`config.mk`:
```
export PLATFORM = sky130hd
export DESIGN_NAME = pmbus_command_decoder
export DESIGN_NICKNAME = d
export VERILOG_FILES = /design/src/inc/pmbus_command_decoder_pkg.sv /design/src/hw/pmbus_command_decoder.sv
export VERILOG_INCLUDE_DIRS = /design/src /design/src/inc
export SDC_FILE = /design/constraint.sdc
export NUM_CORES = 1
export LEC_CHECK = 0
export BUFFER_PORTS_ARGS = -buffer_cell sky130_fd_sc_hd__buf_2
export CAP_MARGIN = 20
export CORE_MARGIN = 10
export CORE_UTILIZATION = 42
export CTS_CLUSTER_DIAMETER = 200
export DETAILED_ROUTE_END_ITERATION = 8
export PLACE_DENSITY_LB_ADDON = 0.15
export SLEW_MARGIN = 20
export SYNTH_ARGS = -nofsm -noshare
export SYNTH_HDL_FRONTEND = slang
export SYNTH_SLANG_ARGS = --single-unit
```
`constraint.sdc`:
```
create_clock -name i_clock -period 2.45 [get_ports i_clock]
set_input_delay 0.1225 -clock i_clock [delete_from_list [all_inputs] [get_ports i_clock]]
set_output_delay 0.1225 -clock i_clock [all_outputs]
set_load 0.01 [all_outputs]
```
`src/inc/pmbus_command_decoder_defines.svh`:
```
// command codes, status bit positions and timing counts for the command decoder
`ifndef PMBUS_COMMAND_DECODER_DEFINES_SVH
`define PMBUS_COMMAND_DECODER_DEFINES_SVH
`define CMD_OPERATION 8'h01
`define CMD_CLEAR_FAULTS 8'h03
`define CMD_STORE_DEFAULT_ALL 8'h11
`define CMD_RESTORE_DEFAULT_ALL 8'h12
`define CMD_STORE_USER_ALL 8'h15
`define CMD_RESTORE_USER_ALL 8'h16
`define CMD_STATUS_WORD 8'h79
`define CMD_READ_VOUT 8'h8b
`define CMD_COMP_TAP_CALC 8'hf2
`define CMD_CURRENT_SENSE_OFFSET 8'hbe
`define CMD_AUTO_TUNE_CONTROL 8'hbd
`define CMD_AUTO_TUNE_CONFIG 8'hbc
`define CML_INVALID_CMD_BIT 7
`define STATUS_BUSY_BIT 7
`define NV_DELAY_MS 100
`define CLOCK_MHZ 100
`define NV_DELAY_CYCLES (`NV_DELAY_MS * 1000 * `CLOCK_MHZ)
`endif

```
`src/inc/pmbus_command_decoder_pkg.sv`:
```
// types shared by the command decoder
package pmbus_command_decoder_pkg;
   typedef enum logic [3:0] {
      ST_IDLE = 4'b0001,
      ST_STORE = 4'b0010,
      ST_RESTORE = 4'b0100,
      ST_FAULT = 4'b1000
   } decoder_state_type;

   typedef enum logic [2:0] {
      NV_NONE = 3'h0,
      NV_STORE_USER = 3'h1,
      NV_STORE_DEFAULT = 3'h2,
      NV_RESTORE_USER = 3'h3,
      NV_RESTORE_DEFAULT = 3'h4
   } nv_op_type;

   typedef struct packed {
      logic valid;
      logic [7:0] code;
      logic is_write;
   } command_type;

   typedef struct packed {
      logic hit;
      logic [7:0] code;
   } decode_type;
endpackage

```
`src/hw/pmbus_command_decoder.sv`:
```
// command decoder: classifies pmbus codes, drives action strobes and nonvolatile ops
//
// Summary of operation
// status never reports a busy indication
// host leaves bus-free gap between transactions
// host waits 100 ms after store
// host waits 100 ms after restore
// standard smbus protocols, host tolerates stretching
// answer commands per pmbus transport rules
// act on every implemented command code
// unimplemented codes are treated as absent
// tap calc, sense offset only without compensation
// auto tuning codes only with compensation
// store user copies working settings out
// default area protected, restore default reloads
// bad code flags cml fault, settings unchanged
`timescale 1ns/10ps
`include "pmbus_command_decoder_defines.svh"

module pmbus_command_decoder #(
   parameter bit ADAPTIVE_LOOP_COMPENSATION = 1'b0,
   parameter int NV_DELAY_CYCLES = `NV_DELAY_CYCLES
) (
   input wire logic i_clock,
   input wire logic i_sys_rst,
   input wire pmbus_command_decoder_pkg::command_type i_command,
   input wire logic i_clear_cml,
   input wire logic i_nv_done,
   output logic o_accept,
   output pmbus_command_decoder_pkg::decode_type o_action,
   output logic [2:0] o_nv_op,
   output logic o_nv_start,
   output logic o_default_area_write_enable,
   output logic o_cml_invalid,
   output logic [7:0] o_status_cml,
   output logic o_status_busy,
   output logic o_stretch
);
   import pmbus_command_decoder_pkg::*;

   // elaboration check: the settle window needs at least one cycle to count
   if (NV_DELAY_CYCLES < 1) begin : gen_bad_delay
      $error("NV_DELAY_CYCLES must be at least one");
   end

   // implemented code table, variant commands gated by the compensation option
   function automatic logic is_implemented(input logic [7:0] c);
      logic r;
      r = 1'b0;
      case (c)
         8'h01, 8'h02, 8'h03, 8'h11, 8'h12, 8'h15, 8'h16: r = 1'b1;
         8'h20, 8'h21, 8'h22, 8'h23, 8'h24, 8'h25, 8'h26, 8'h27, 8'h28: r = 1'b1;
         8'h32, 8'h33, 8'h37, 8'h38, 8'h39: r = 1'b1;
         8'h40, 8'h41, 8'h44, 8'h45, 8'h46, 8'h4b, 8'h4f: r = 1'b1;
         8'h50, 8'h51, 8'h52, 8'h53, 8'h54, 8'h55, 8'h56, 8'h57: r = 1'b1;
         8'h58, 8'h59, 8'h5a, 8'h5e, 8'h60, 8'h61, 8'h64, 8'h65: r = 1'b1;
         8'h78, 8'h79, 8'h7a, 8'h7b, 8'h7c, 8'h7d, 8'h7e, 8'h80: r = 1'b1;
         8'h88, 8'h8b, 8'h8c, 8'h8d, 8'h94, 8'h95: r = 1'b1;
         8'h98, 8'h99, 8'h9a, 8'h9b, 8'h9c, 8'h9d, 8'h9e, 8'hb0, 8'hbf: r = 1'b1;
         8'hd0, 8'hd1, 8'hd2, 8'hd3, 8'hd4, 8'hd5, 8'hd6, 8'hd7, 8'hd8: r = 1'b1;
         8'hdc, 8'hdd, 8'hde, 8'he0, 8'he1, 8'he2, 8'he4, 8'he5, 8'he6: r = 1'b1;
         8'he7, 8'he8, 8'he9, 8'hea, 8'hf0, 8'hf3, 8'hfa, 8'hfb, 8'hfc, 8'hfd: r = 1'b1;
         `CMD_COMP_TAP_CALC, `CMD_CURRENT_SENSE_OFFSET: r = !ADAPTIVE_LOOP_COMPENSATION;
         `CMD_AUTO_TUNE_CONTROL, `CMD_AUTO_TUNE_CONFIG: r = ADAPTIVE_LOOP_COMPENSATION;
         default: r = 1'b0;
      endcase
      return r;
   endfunction

   decoder_state_type state, next_state;
   logic [31:0] wait_count, next_wait_count;
   decode_type action, next_action;
   logic [2:0] nv_op, next_nv_op;
   logic nv_start, next_nv_start;
   logic cml_invalid, next_cml_invalid;
   logic hit;

   assign hit = i_command.valid && is_implemented(i_command.code);

   // next-state logic for decode, nonvolatile sequencing and fault flag
   always_comb begin
      next_state = state;
      next_wait_count = wait_count;
      next_action = '0;
      next_nv_op = nv_op;
      next_nv_start = 1'b0;
      next_cml_invalid = cml_invalid;
      if (i_clear_cml) begin
         next_cml_invalid = 1'b0;
      end
      case (state)
         ST_IDLE: begin
            if (i_command.valid && !hit) begin
               next_cml_invalid = 1'b1;
               next_state = ST_FAULT;
            end else if (hit) begin
               next_action.hit = 1'b1;
               next_action.code = i_command.code;
               next_wait_count = 32'(NV_DELAY_CYCLES);
               case (i_command.code)
                  `CMD_STORE_USER_ALL: begin
                     next_nv_op = NV_STORE_USER;
                     next_nv_start = 1'b1;
                     next_state = ST_STORE;
                  end
                  `CMD_STORE_DEFAULT_ALL: begin
                     next_nv_op = NV_STORE_DEFAULT;
                     next_nv_start = 1'b1;
                     next_state = ST_STORE;
                  end
                  `CMD_RESTORE_USER_ALL: begin
                     next_nv_op = NV_RESTORE_USER;
                     next_nv_start = 1'b1;
                     next_state = ST_RESTORE;
                  end
                  `CMD_RESTORE_DEFAULT_ALL: begin
                     next_nv_op = NV_RESTORE_DEFAULT;
                     next_nv_start = 1'b1;
                     next_state = ST_RESTORE;
                  end
                  default: next_state = ST_IDLE;
               endcase
            end
         end
         ST_STORE, ST_RESTORE: begin
            // hold off until memory done and the settle window has run out
            if (wait_count != 32'h0) begin
               next_wait_count = wait_count - 32'h1;
            end
            if (i_nv_done && wait_count <= 32'h1) begin
               next_nv_op = NV_NONE;
               next_state = ST_IDLE;
            end
         end
         ST_FAULT: next_state = ST_IDLE; // settings untouched, one-cycle recovery
         default: next_state = ST_IDLE;
      endcase
      if (state == ST_IDLE && i_command.valid && !hit) begin
         next_cml_invalid = 1'b1; // set wins over clear
      end
   end

   // state registers
   always_ff @(posedge i_clock) begin
      if (i_sys_rst) begin
         state <= ST_IDLE;
         wait_count <= 32'h0;
         action <= '0;
         nv_op <= NV_NONE;
         nv_start <= 1'b0;
         cml_invalid <= 1'b0;
      end else begin
         state <= next_state;
         wait_count <= next_wait_count;
         action <= next_action;
         nv_op <= next_nv_op;
         nv_start <= next_nv_start;
         cml_invalid <= next_cml_invalid;
      end
   end

   // outputs; busy is never reported, long operations stretch the clock instead
   assign o_accept = (state == ST_IDLE);
   assign o_stretch = (state == ST_STORE) || (state == ST_RESTORE);
   assign o_action = action;
   assign o_nv_op = nv_op;
   assign o_nv_start = nv_start;
   assign o_default_area_write_enable = 1'b0;
   assign o_status_busy = 1'b0;
   assign o_cml_invalid = cml_invalid;

   // status byte: only the invalid-command bit carries a flag, the rest read zero
   for (genvar b = 0; b < 8; b++) begin : gen_status_cml
      if (b == `CML_INVALID_CMD_BIT) begin : gen_flag
         assign o_status_cml[b] = cml_invalid;
      end else begin : gen_zero
         assign o_status_cml[b] = 1'b0;
      end
   end

   AST_NO_BUSY: assert property (@(posedge i_clock) disable iff (i_sys_rst)
      !o_status_busy) else $error("busy reported");
   AST_OPERATION_HIT: assert property (@(posedge i_clock) disable iff (i_sys_rst)
      (o_accept && i_command.valid && i_command.code == `CMD_OPERATION)
      |=> (o_action.hit && o_action.code == `CMD_OPERATION))
      else $error("operation not decoded");
   AST_READ_VOUT_HIT: assert property (@(posedge i_clock) disable iff (i_sys_rst)
      (o_accept && i_command.valid && i_command.code == `CMD_READ_VOUT)
      |=> o_action.hit) else $error("read vout not decoded");
   AST_PAGE_ABSENT: assert property (@(posedge i_clock) disable iff (i_sys_rst)
      (o_accept && i_command.valid && i_command.code == 8'h00)
      |=> (!o_action.hit && o_cml_invalid)) else $error("page accepted");
   AST_VARIANT_TAP: assert property (@(posedge i_clock) disable iff (i_sys_rst)
      (o_accept && i_command.valid && i_command.code == `CMD_COMP_TAP_CALC)
      |=> (o_action.hit == !ADAPTIVE_LOOP_COMPENSATION)) else $error("tap calc variant");
   AST_VARIANT_TUNE: assert property (@(posedge i_clock) disable iff (i_sys_rst)
      (o_accept && i_command.valid && i_command.code == `CMD_AUTO_TUNE_CONTROL)
      |=> (o_action.hit == ADAPTIVE_LOOP_COMPENSATION)) else $error("tune variant");
   AST_STORE_USER: assert property (@(posedge i_clock) disable iff (i_sys_rst)
      (o_accept && i_command.valid && i_command.code == `CMD_STORE_USER_ALL)
      |=> (o_nv_start && o_nv_op == NV_STORE_USER && o_stretch))
      else $error("store user not started");
   AST_DEFAULT_PROTECT: assert property (@(posedge i_clock) disable iff (i_sys_rst)
      (o_accept && i_command.valid && i_command.code == `CMD_RESTORE_DEFAULT_ALL)
      |=> (o_nv_op == NV_RESTORE_DEFAULT && !o_default_area_write_enable))
      else $error("restore default wrong");
   AST_BAD_NO_ACTION: assert property (@(posedge i_clock) disable iff (i_sys_rst)
      (o_accept && i_command.valid && !hit) |=> (!o_action.hit && !o_nv_start && o_cml_invalid))
      else $error("bad code acted on");
   AST_STATUS_MIRROR: assert property (@(posedge i_clock) disable iff (i_sys_rst)
      o_status_cml == {o_cml_invalid, 7'h00}) else $error("cml status byte wrong");
   AST_CLEAR_FLAG: assert property (@(posedge i_clock) disable iff (i_sys_rst)
      (i_clear_cml && !(o_accept && i_command.valid && !hit)) |=> !o_cml_invalid)
      else $error("cml flag not cleared");
   AST_REFUSED_IDLE: assert property (@(posedge i_clock) disable iff (i_sys_rst)
      (!o_accept && i_command.valid) |=> (!o_action.hit && !o_nv_start))
      else $error("command taken while stretching");
   AST_OP_HOLDS: assert property (@(posedge i_clock) disable iff (i_sys_rst)
      (o_stretch && !i_nv_done) |=> (o_stretch && o_nv_op != 3'h0))
      else $error("op ended before memory done");
   AST_NO_DEFAULT_WRITE: assert property (@(posedge i_clock) disable iff (i_sys_rst)
      o_stretch |-> !o_default_area_write_enable) else $error("default area writable");
   AST_RESTORE_USER: assert property (@(posedge i_clock) disable iff (i_sys_rst)
      (o_accept && i_command.valid && i_command.code == `CMD_RESTORE_USER_ALL)
      |=> (o_nv_start && o_nv_op == NV_RESTORE_USER && o_stretch))
      else $error("restore user not started");
endmodule // pmbus_command_decoder

```
# Word-level counts from Yosys, hierarchy flattened
# Memories as Yosys holds them, arrays and structs flattened.
# Index checks and enable logic that the tools add are counted.
[op_classes]
eq_ne = 13
n_mux = 20
order_cmp = 1
n_addsub = 1
reduce_logical = 18
bitwise_logic = 2
[op_table]
columns = ["cell", "count"]
rows = [
  ["32-bit two-way mux", 3],
  ["32-bit case mux with 2 select lines", 1],
  ["8-bit by 5-bit equality test with 1-bit output (second input constant)", 4],
  ["32-bit by 1-bit <= comparator with 1-bit output (second input constant)", 1],
  ["32-bit nonzero test", 1],
  ["32-bit by 1-bit subtractor with 32-bit output (second input constant)", 1],
  ["4-bit two-way mux", 3],
  ["3-bit case mux with 2 select lines", 2],
  ["3-bit case mux with 4 select lines", 1],
  ["3-bit two-way mux", 3],
  ["9-bit two-way mux", 1],
  ["4-bit case mux with 2 select lines", 1],
  ["4-bit OR reduction", 2],
  ["2-bit != test (second input constant)", 3],
  ["2-bit OR reduction", 3],
  ["1-bit logical AND", 5],
  ["1-bit two-way mux", 5],
  ["5-bit by 1-bit != test with 1-bit output (second input constant)", 1],
  ["5-bit AND reduction", 1],
  ["4-bit by 1-bit equality test with 1-bit output (second input constant)", 1],
  ["4-bit by 2-bit equality test with 1-bit output (second input constant)", 1],
  ["4-bit by 3-bit equality test with 1-bit output (second input constant)", 1],
  ["4-bit AND reduction", 1],
  ["3-bit by 1-bit != test with 1-bit output (second input constant)", 1],
  ["7 further kinds", 8],
]
[word_totals]
rom_bits = 256
output_inout_bits = 26
mem_count = 1
reg_bits = 50
[memory_table]
columns = ["name", "words", "width", "read_ports", "rd_clocked_by_memory_dff", "wr", "line", "rtl"]
rows = [
  ["(name not given)", 256, 1, 1, 0, 0, "pmbus_command_decoder.sv:50", "case (c)"],
]

# Longest topological paths before layout
# An unclocked memory read counts as a cell.
[depth]
word_depth = 7
ltp_mapped = 12
depth_no_buf = 8

# Worst setup path before layout
# OpenSTA, ideal clock, no wires.
[synth_timing]
kind = "input-to-reg"
from = "in i_command[3] in the netlist's numbering"
to = "reg state[0]"
setup_time_ps = 122
stages = 11
arrival_ps = 2118
n_path_buf = 3
setup_slack_ps = 210
path_cell_list = "buf_4 buf_6 inv_1 ha_1 and3_1 o41ai_1 o311ai_1 a32oi_1 buf_4 nand3_2 a221o_1"
[synth_via]
elab_chain_len = 6
[synth_rtl]
columns = ["element", "line", "rtl"]
rows = [
  ["from (decl)", "pmbus_command_decoder.sv:26", "input wire pmbus_command_decoder_pkg::command_type i_command,"],
  ["memory 256 x 1 bit or 8-bit by 5-bit equality test with 1-bit output (tied branches)", "--", ""],
  ["1-bit logical AND or 2-bit OR reduction (tied branches)", "--", ""],
  ["1-bit logical NOT or 3-bit case mux with 2 select lines (tied branches)", "pmbus_command_decoder.sv:93, pmbus_command_decoder.sv:100", ""],
  ["1-bit logical AND or 4-bit two-way mux (tied branches)", "pmbus_command_decoder.sv:93, pmbus_command_decoder.sv:96", ""],
  ["4-bit two-way mux or 3-bit by 1-bit != test with 1-bit output (tied branches)", "--", ""],
  ["4-bit case mux with 2 select lines or 2-bit AND reduction (tied branches)", "--", ""],
  ["to (signal assigned)", "pmbus_command_decoder.sv:153", "state <= next_state;"],
  ["to (decl)", "pmbus_command_decoder.sv:70", "decoder_state_type state, next_state;"],
]
# Parallel ways exist; a longest one is shown, timed or not. The select of a mux whose other input is x is not followed.
# A chain may end at the register's enable or synchronous reset.

# Worst setup path after layout
[layout_timing]
from = "reg wait_count[21]"
to = "reg wait_count[3]"
[layout_via]
elab_chain_len = 3
[layout_rtl]
columns = ["element", "line", "rtl"]
rows = [
  ["from (decl)", "pmbus_command_decoder.sv:71", "logic [31:0] wait_count, next_wait_count;"],
  ["from (signal assigned)", "pmbus_command_decoder.sv:154", "wait_count <= next_wait_count;"],
  ["32-bit nonzero test", "pmbus_command_decoder.sv:127", "if (wait_count != 32'h0) begin"],
  ["2-bit != test (no source line)", "--", ""],
  ["4-bit AND reduction (no source line)", "--", ""],
]
# No other way between the ends.

==> flow_summary.yaml <==
synth:
  async_reset_ff_frac: 0
  yosys.area.top_type_share: 0.331
  syn_avg_cell_area_sq_um: 8.86
  yosysSeqAreaShare: 0.331
  synth.largest_area_cell: "dfxtp_1"
  synth_edf_count: 0
  ys_warn_count: 0
  netlist_area_sq_um: 3020
  synth.distinct_cells: 73
  ys_ff_latch: 50
  synth.area.top_cells: "dfxtp_1 33%, ha_1 4.6%, buf_4 3.5%"
  synth_ff_type: "dfxtp_1"
  syn_inst: 341
pwr:
  cellLeakagePower_uw: 0.00141
  peakVddDrop_uv: 245
  p_total_uw: 1790
  cellPowerDensity_nw_per_um2: 517
min_path:
  holdPathStages: 3
  hold_path_class: "in -> reg"
  hold_path_end: "o_cml_invalid"
  min_from: "i_clear_cml"
routing:
  remaining_drc_errors: 0
  drt_pass1_iterations: 4
  wl_um: 7550
  wl_per_cell_um: 15.6
  post_drt_via_cell_ratio: 5.65
  drtIter0Drc: 67
  vias: 2739
  antenna_left: 0
clock_tree:
  clkLatencyLatePin_ns: 0.31
  clkSinkCount: 50
  ctsHoldBuffers: 0
  path_clk_slew_ns: 0.09
  clockBufferDepth: 2
  cts_tree: "yes"
  cts-root-buf: "clkbuf_8"
  cts_made_buffers: 5
  cts_max_level: 2
  post-cts-setup-buffer-count: 0
  cts_resized: 0
final_layout:
  drive_gt1_frac: 0.244
  final_common_cell: "dfxtp_1"
  final_cell_mix: "50 x dfxtp_1, 29 x buf_2, 28 x buf_4"
  utilization: 0.502
  diodes: 0
  area_growth_pct: 14.6
  nets: 413
  design_area_sq_um: 3460
floorplan:
  die_y_um: 105
  ios: 40
  start_util: 0.438
  rows: 30
  core_sq_um: 6910
  die-width_um: 105
  dieArea_sq_um: 11000
sta:
  hold_slack_ns: 0.0677
  finalCriticalPeriod_ns: 2.21
  finalHoldViolations: 0
  clock.fmax_ghz: 0.453
  worst_pin_slew_ns: 0.523
  clock_skew_ns: 0.00674
  final.setup.tns_ns: 0
  drv_slew: 0
  setup_violations: 0
  rsz0062_at_grt: "no"
  fin_crit_sh: 0.901
  max_slew_margin: 0.648
critical_path:
  required_ns: 2.68
  rrSetupSlack_ns: 0.24
  crit_fanout: 14
  rr_worst_depth: 8
  start_kind: "flop"
  rr_startpoint: "wait_count[21]"
  critPathLaunch: "wait_count[21]"
  end_kind: "flop"
  cp.arrival_ns: 2.43
  r2r_end: "wait_count[3]"
  worstSetupPathType: "reg -> reg"
place:
  place.gp.congestion: 0.809
  placed_area_sq_um: 3350
  portBuffers: 29
  hpwl_um: 5680
global_routing:
  gr-total-overflow: 0
  grt_pass1_vias: 2688
  grt.total_usage: 0.137
  grt_pass1_wl_um: 12800
  grt_start_max_net_pins: 27
  antenna_found_initial: 0
run_status:
  outcome: "completed"
flow_run:
  drv_cap: 0
## cell families (layout without fill, tap and decap cells)
| logic type | Yosys count | after routing | share of synthesized area |
|---|---|---|---|
| AOI/OAI and AO/OA | 93 | 93 | 0.236 |
| xor gates and xnor gates | 2 | 2 | 0.00580 |
| adders and majority gates | 11 | 11 | 0.0455 |
| buffers and inverters | 44 | 84 | 0.0811 |
| DFF | 50 | 50 | 0.331 |
| muxes | 5 | 5 | 0.0174 |
| other | 1 | 9 | 0.00124 |
| and+or+nand+nor | 135 | 135 | 0.282 |
## area by class of cell
cell class                      count  area (sq um)
Clock buffer                        8           110
Fill cell                         705          3440
Inverter                           19          71.3
Multi-Input combinational cell    255          1810
Sequential cell                    50          1000
Tap cell                           96           120
Timing Repair Buffer               57           355
## metrics by stage
stage,instances,setup slack [ns]
after global routing,485,0.0658
after detailed placement,476,0.0485
final,485,0.242
after CTS,484,0.191
after floorplan,349,0.210
after global placement,476,0.0391
## synth_stat cells (3+ instances only)
master and number:
o22ai_1 4, o41ai_1 3, a31oi_1 10, inv_1 18, ha_1 11, or4_1 8
o21ai_1 8, buf_6 3, nand2b_1 6, o31ai_1 6, o31a_1 4, o32ai_1 3
nor4_1 6, nand2_1 19, nor3b_1 3, or2_2 3, and2_1 7, nor2_1 25
a21oi_1 13, buf_4 14, or3_1 7, o221ai_1 4, buf_2 4, nand3_1 8
nor3_1 16, mux2i_1 3, dfxtp_1 50, o21ai_0 9, nor4_2 5, nand4_1 5
nor3_4 3
## sequential cells by signal, indices dropped and copies added (netlist names)
signal / count
wait_count: 32
o_action: 9
o_nv_start: 1
o_nv_op: 3
state: 4
o_cml_invalid: 1
## where the power goes
part           internal [uW]  switching (uW)  total, uW
sequential               834            22.2        856
combinational            147             219        366
clock                    286             283        569
total                   1270             525       1790
## critical path, cell delays in order, from the launching register on
cell	delay, ns
dfxtp_1	0.37
nor4_2	0.40
nand4_1	0.14
buf_4	0.18
o41ai_4	0.39
buf_4	0.28
or4_1	0.16
o2111ai_1	0.12
o31ai_1	0.09
## per-layer routing
metal | routed length (um) | track usage
met1 | 3590 | 0.171
met2 | 3450 | 0.222
met3 | 402 | 0.0362
met4 | 112 | 0.0451
met5 | 0 | 0
## worst max-delay path by stage
stage               depth (start not counted)              to
floorplan                                  11        state[0]
global placement                           11     o_action[0]
detailed placement                         10  wait_count[14]
CTS                                         7   wait_count[3]
global route                                7   wait_count[3]
finish                                      8   wait_count[3]
No activity file was read; power rests on OpenSTA's default activity.
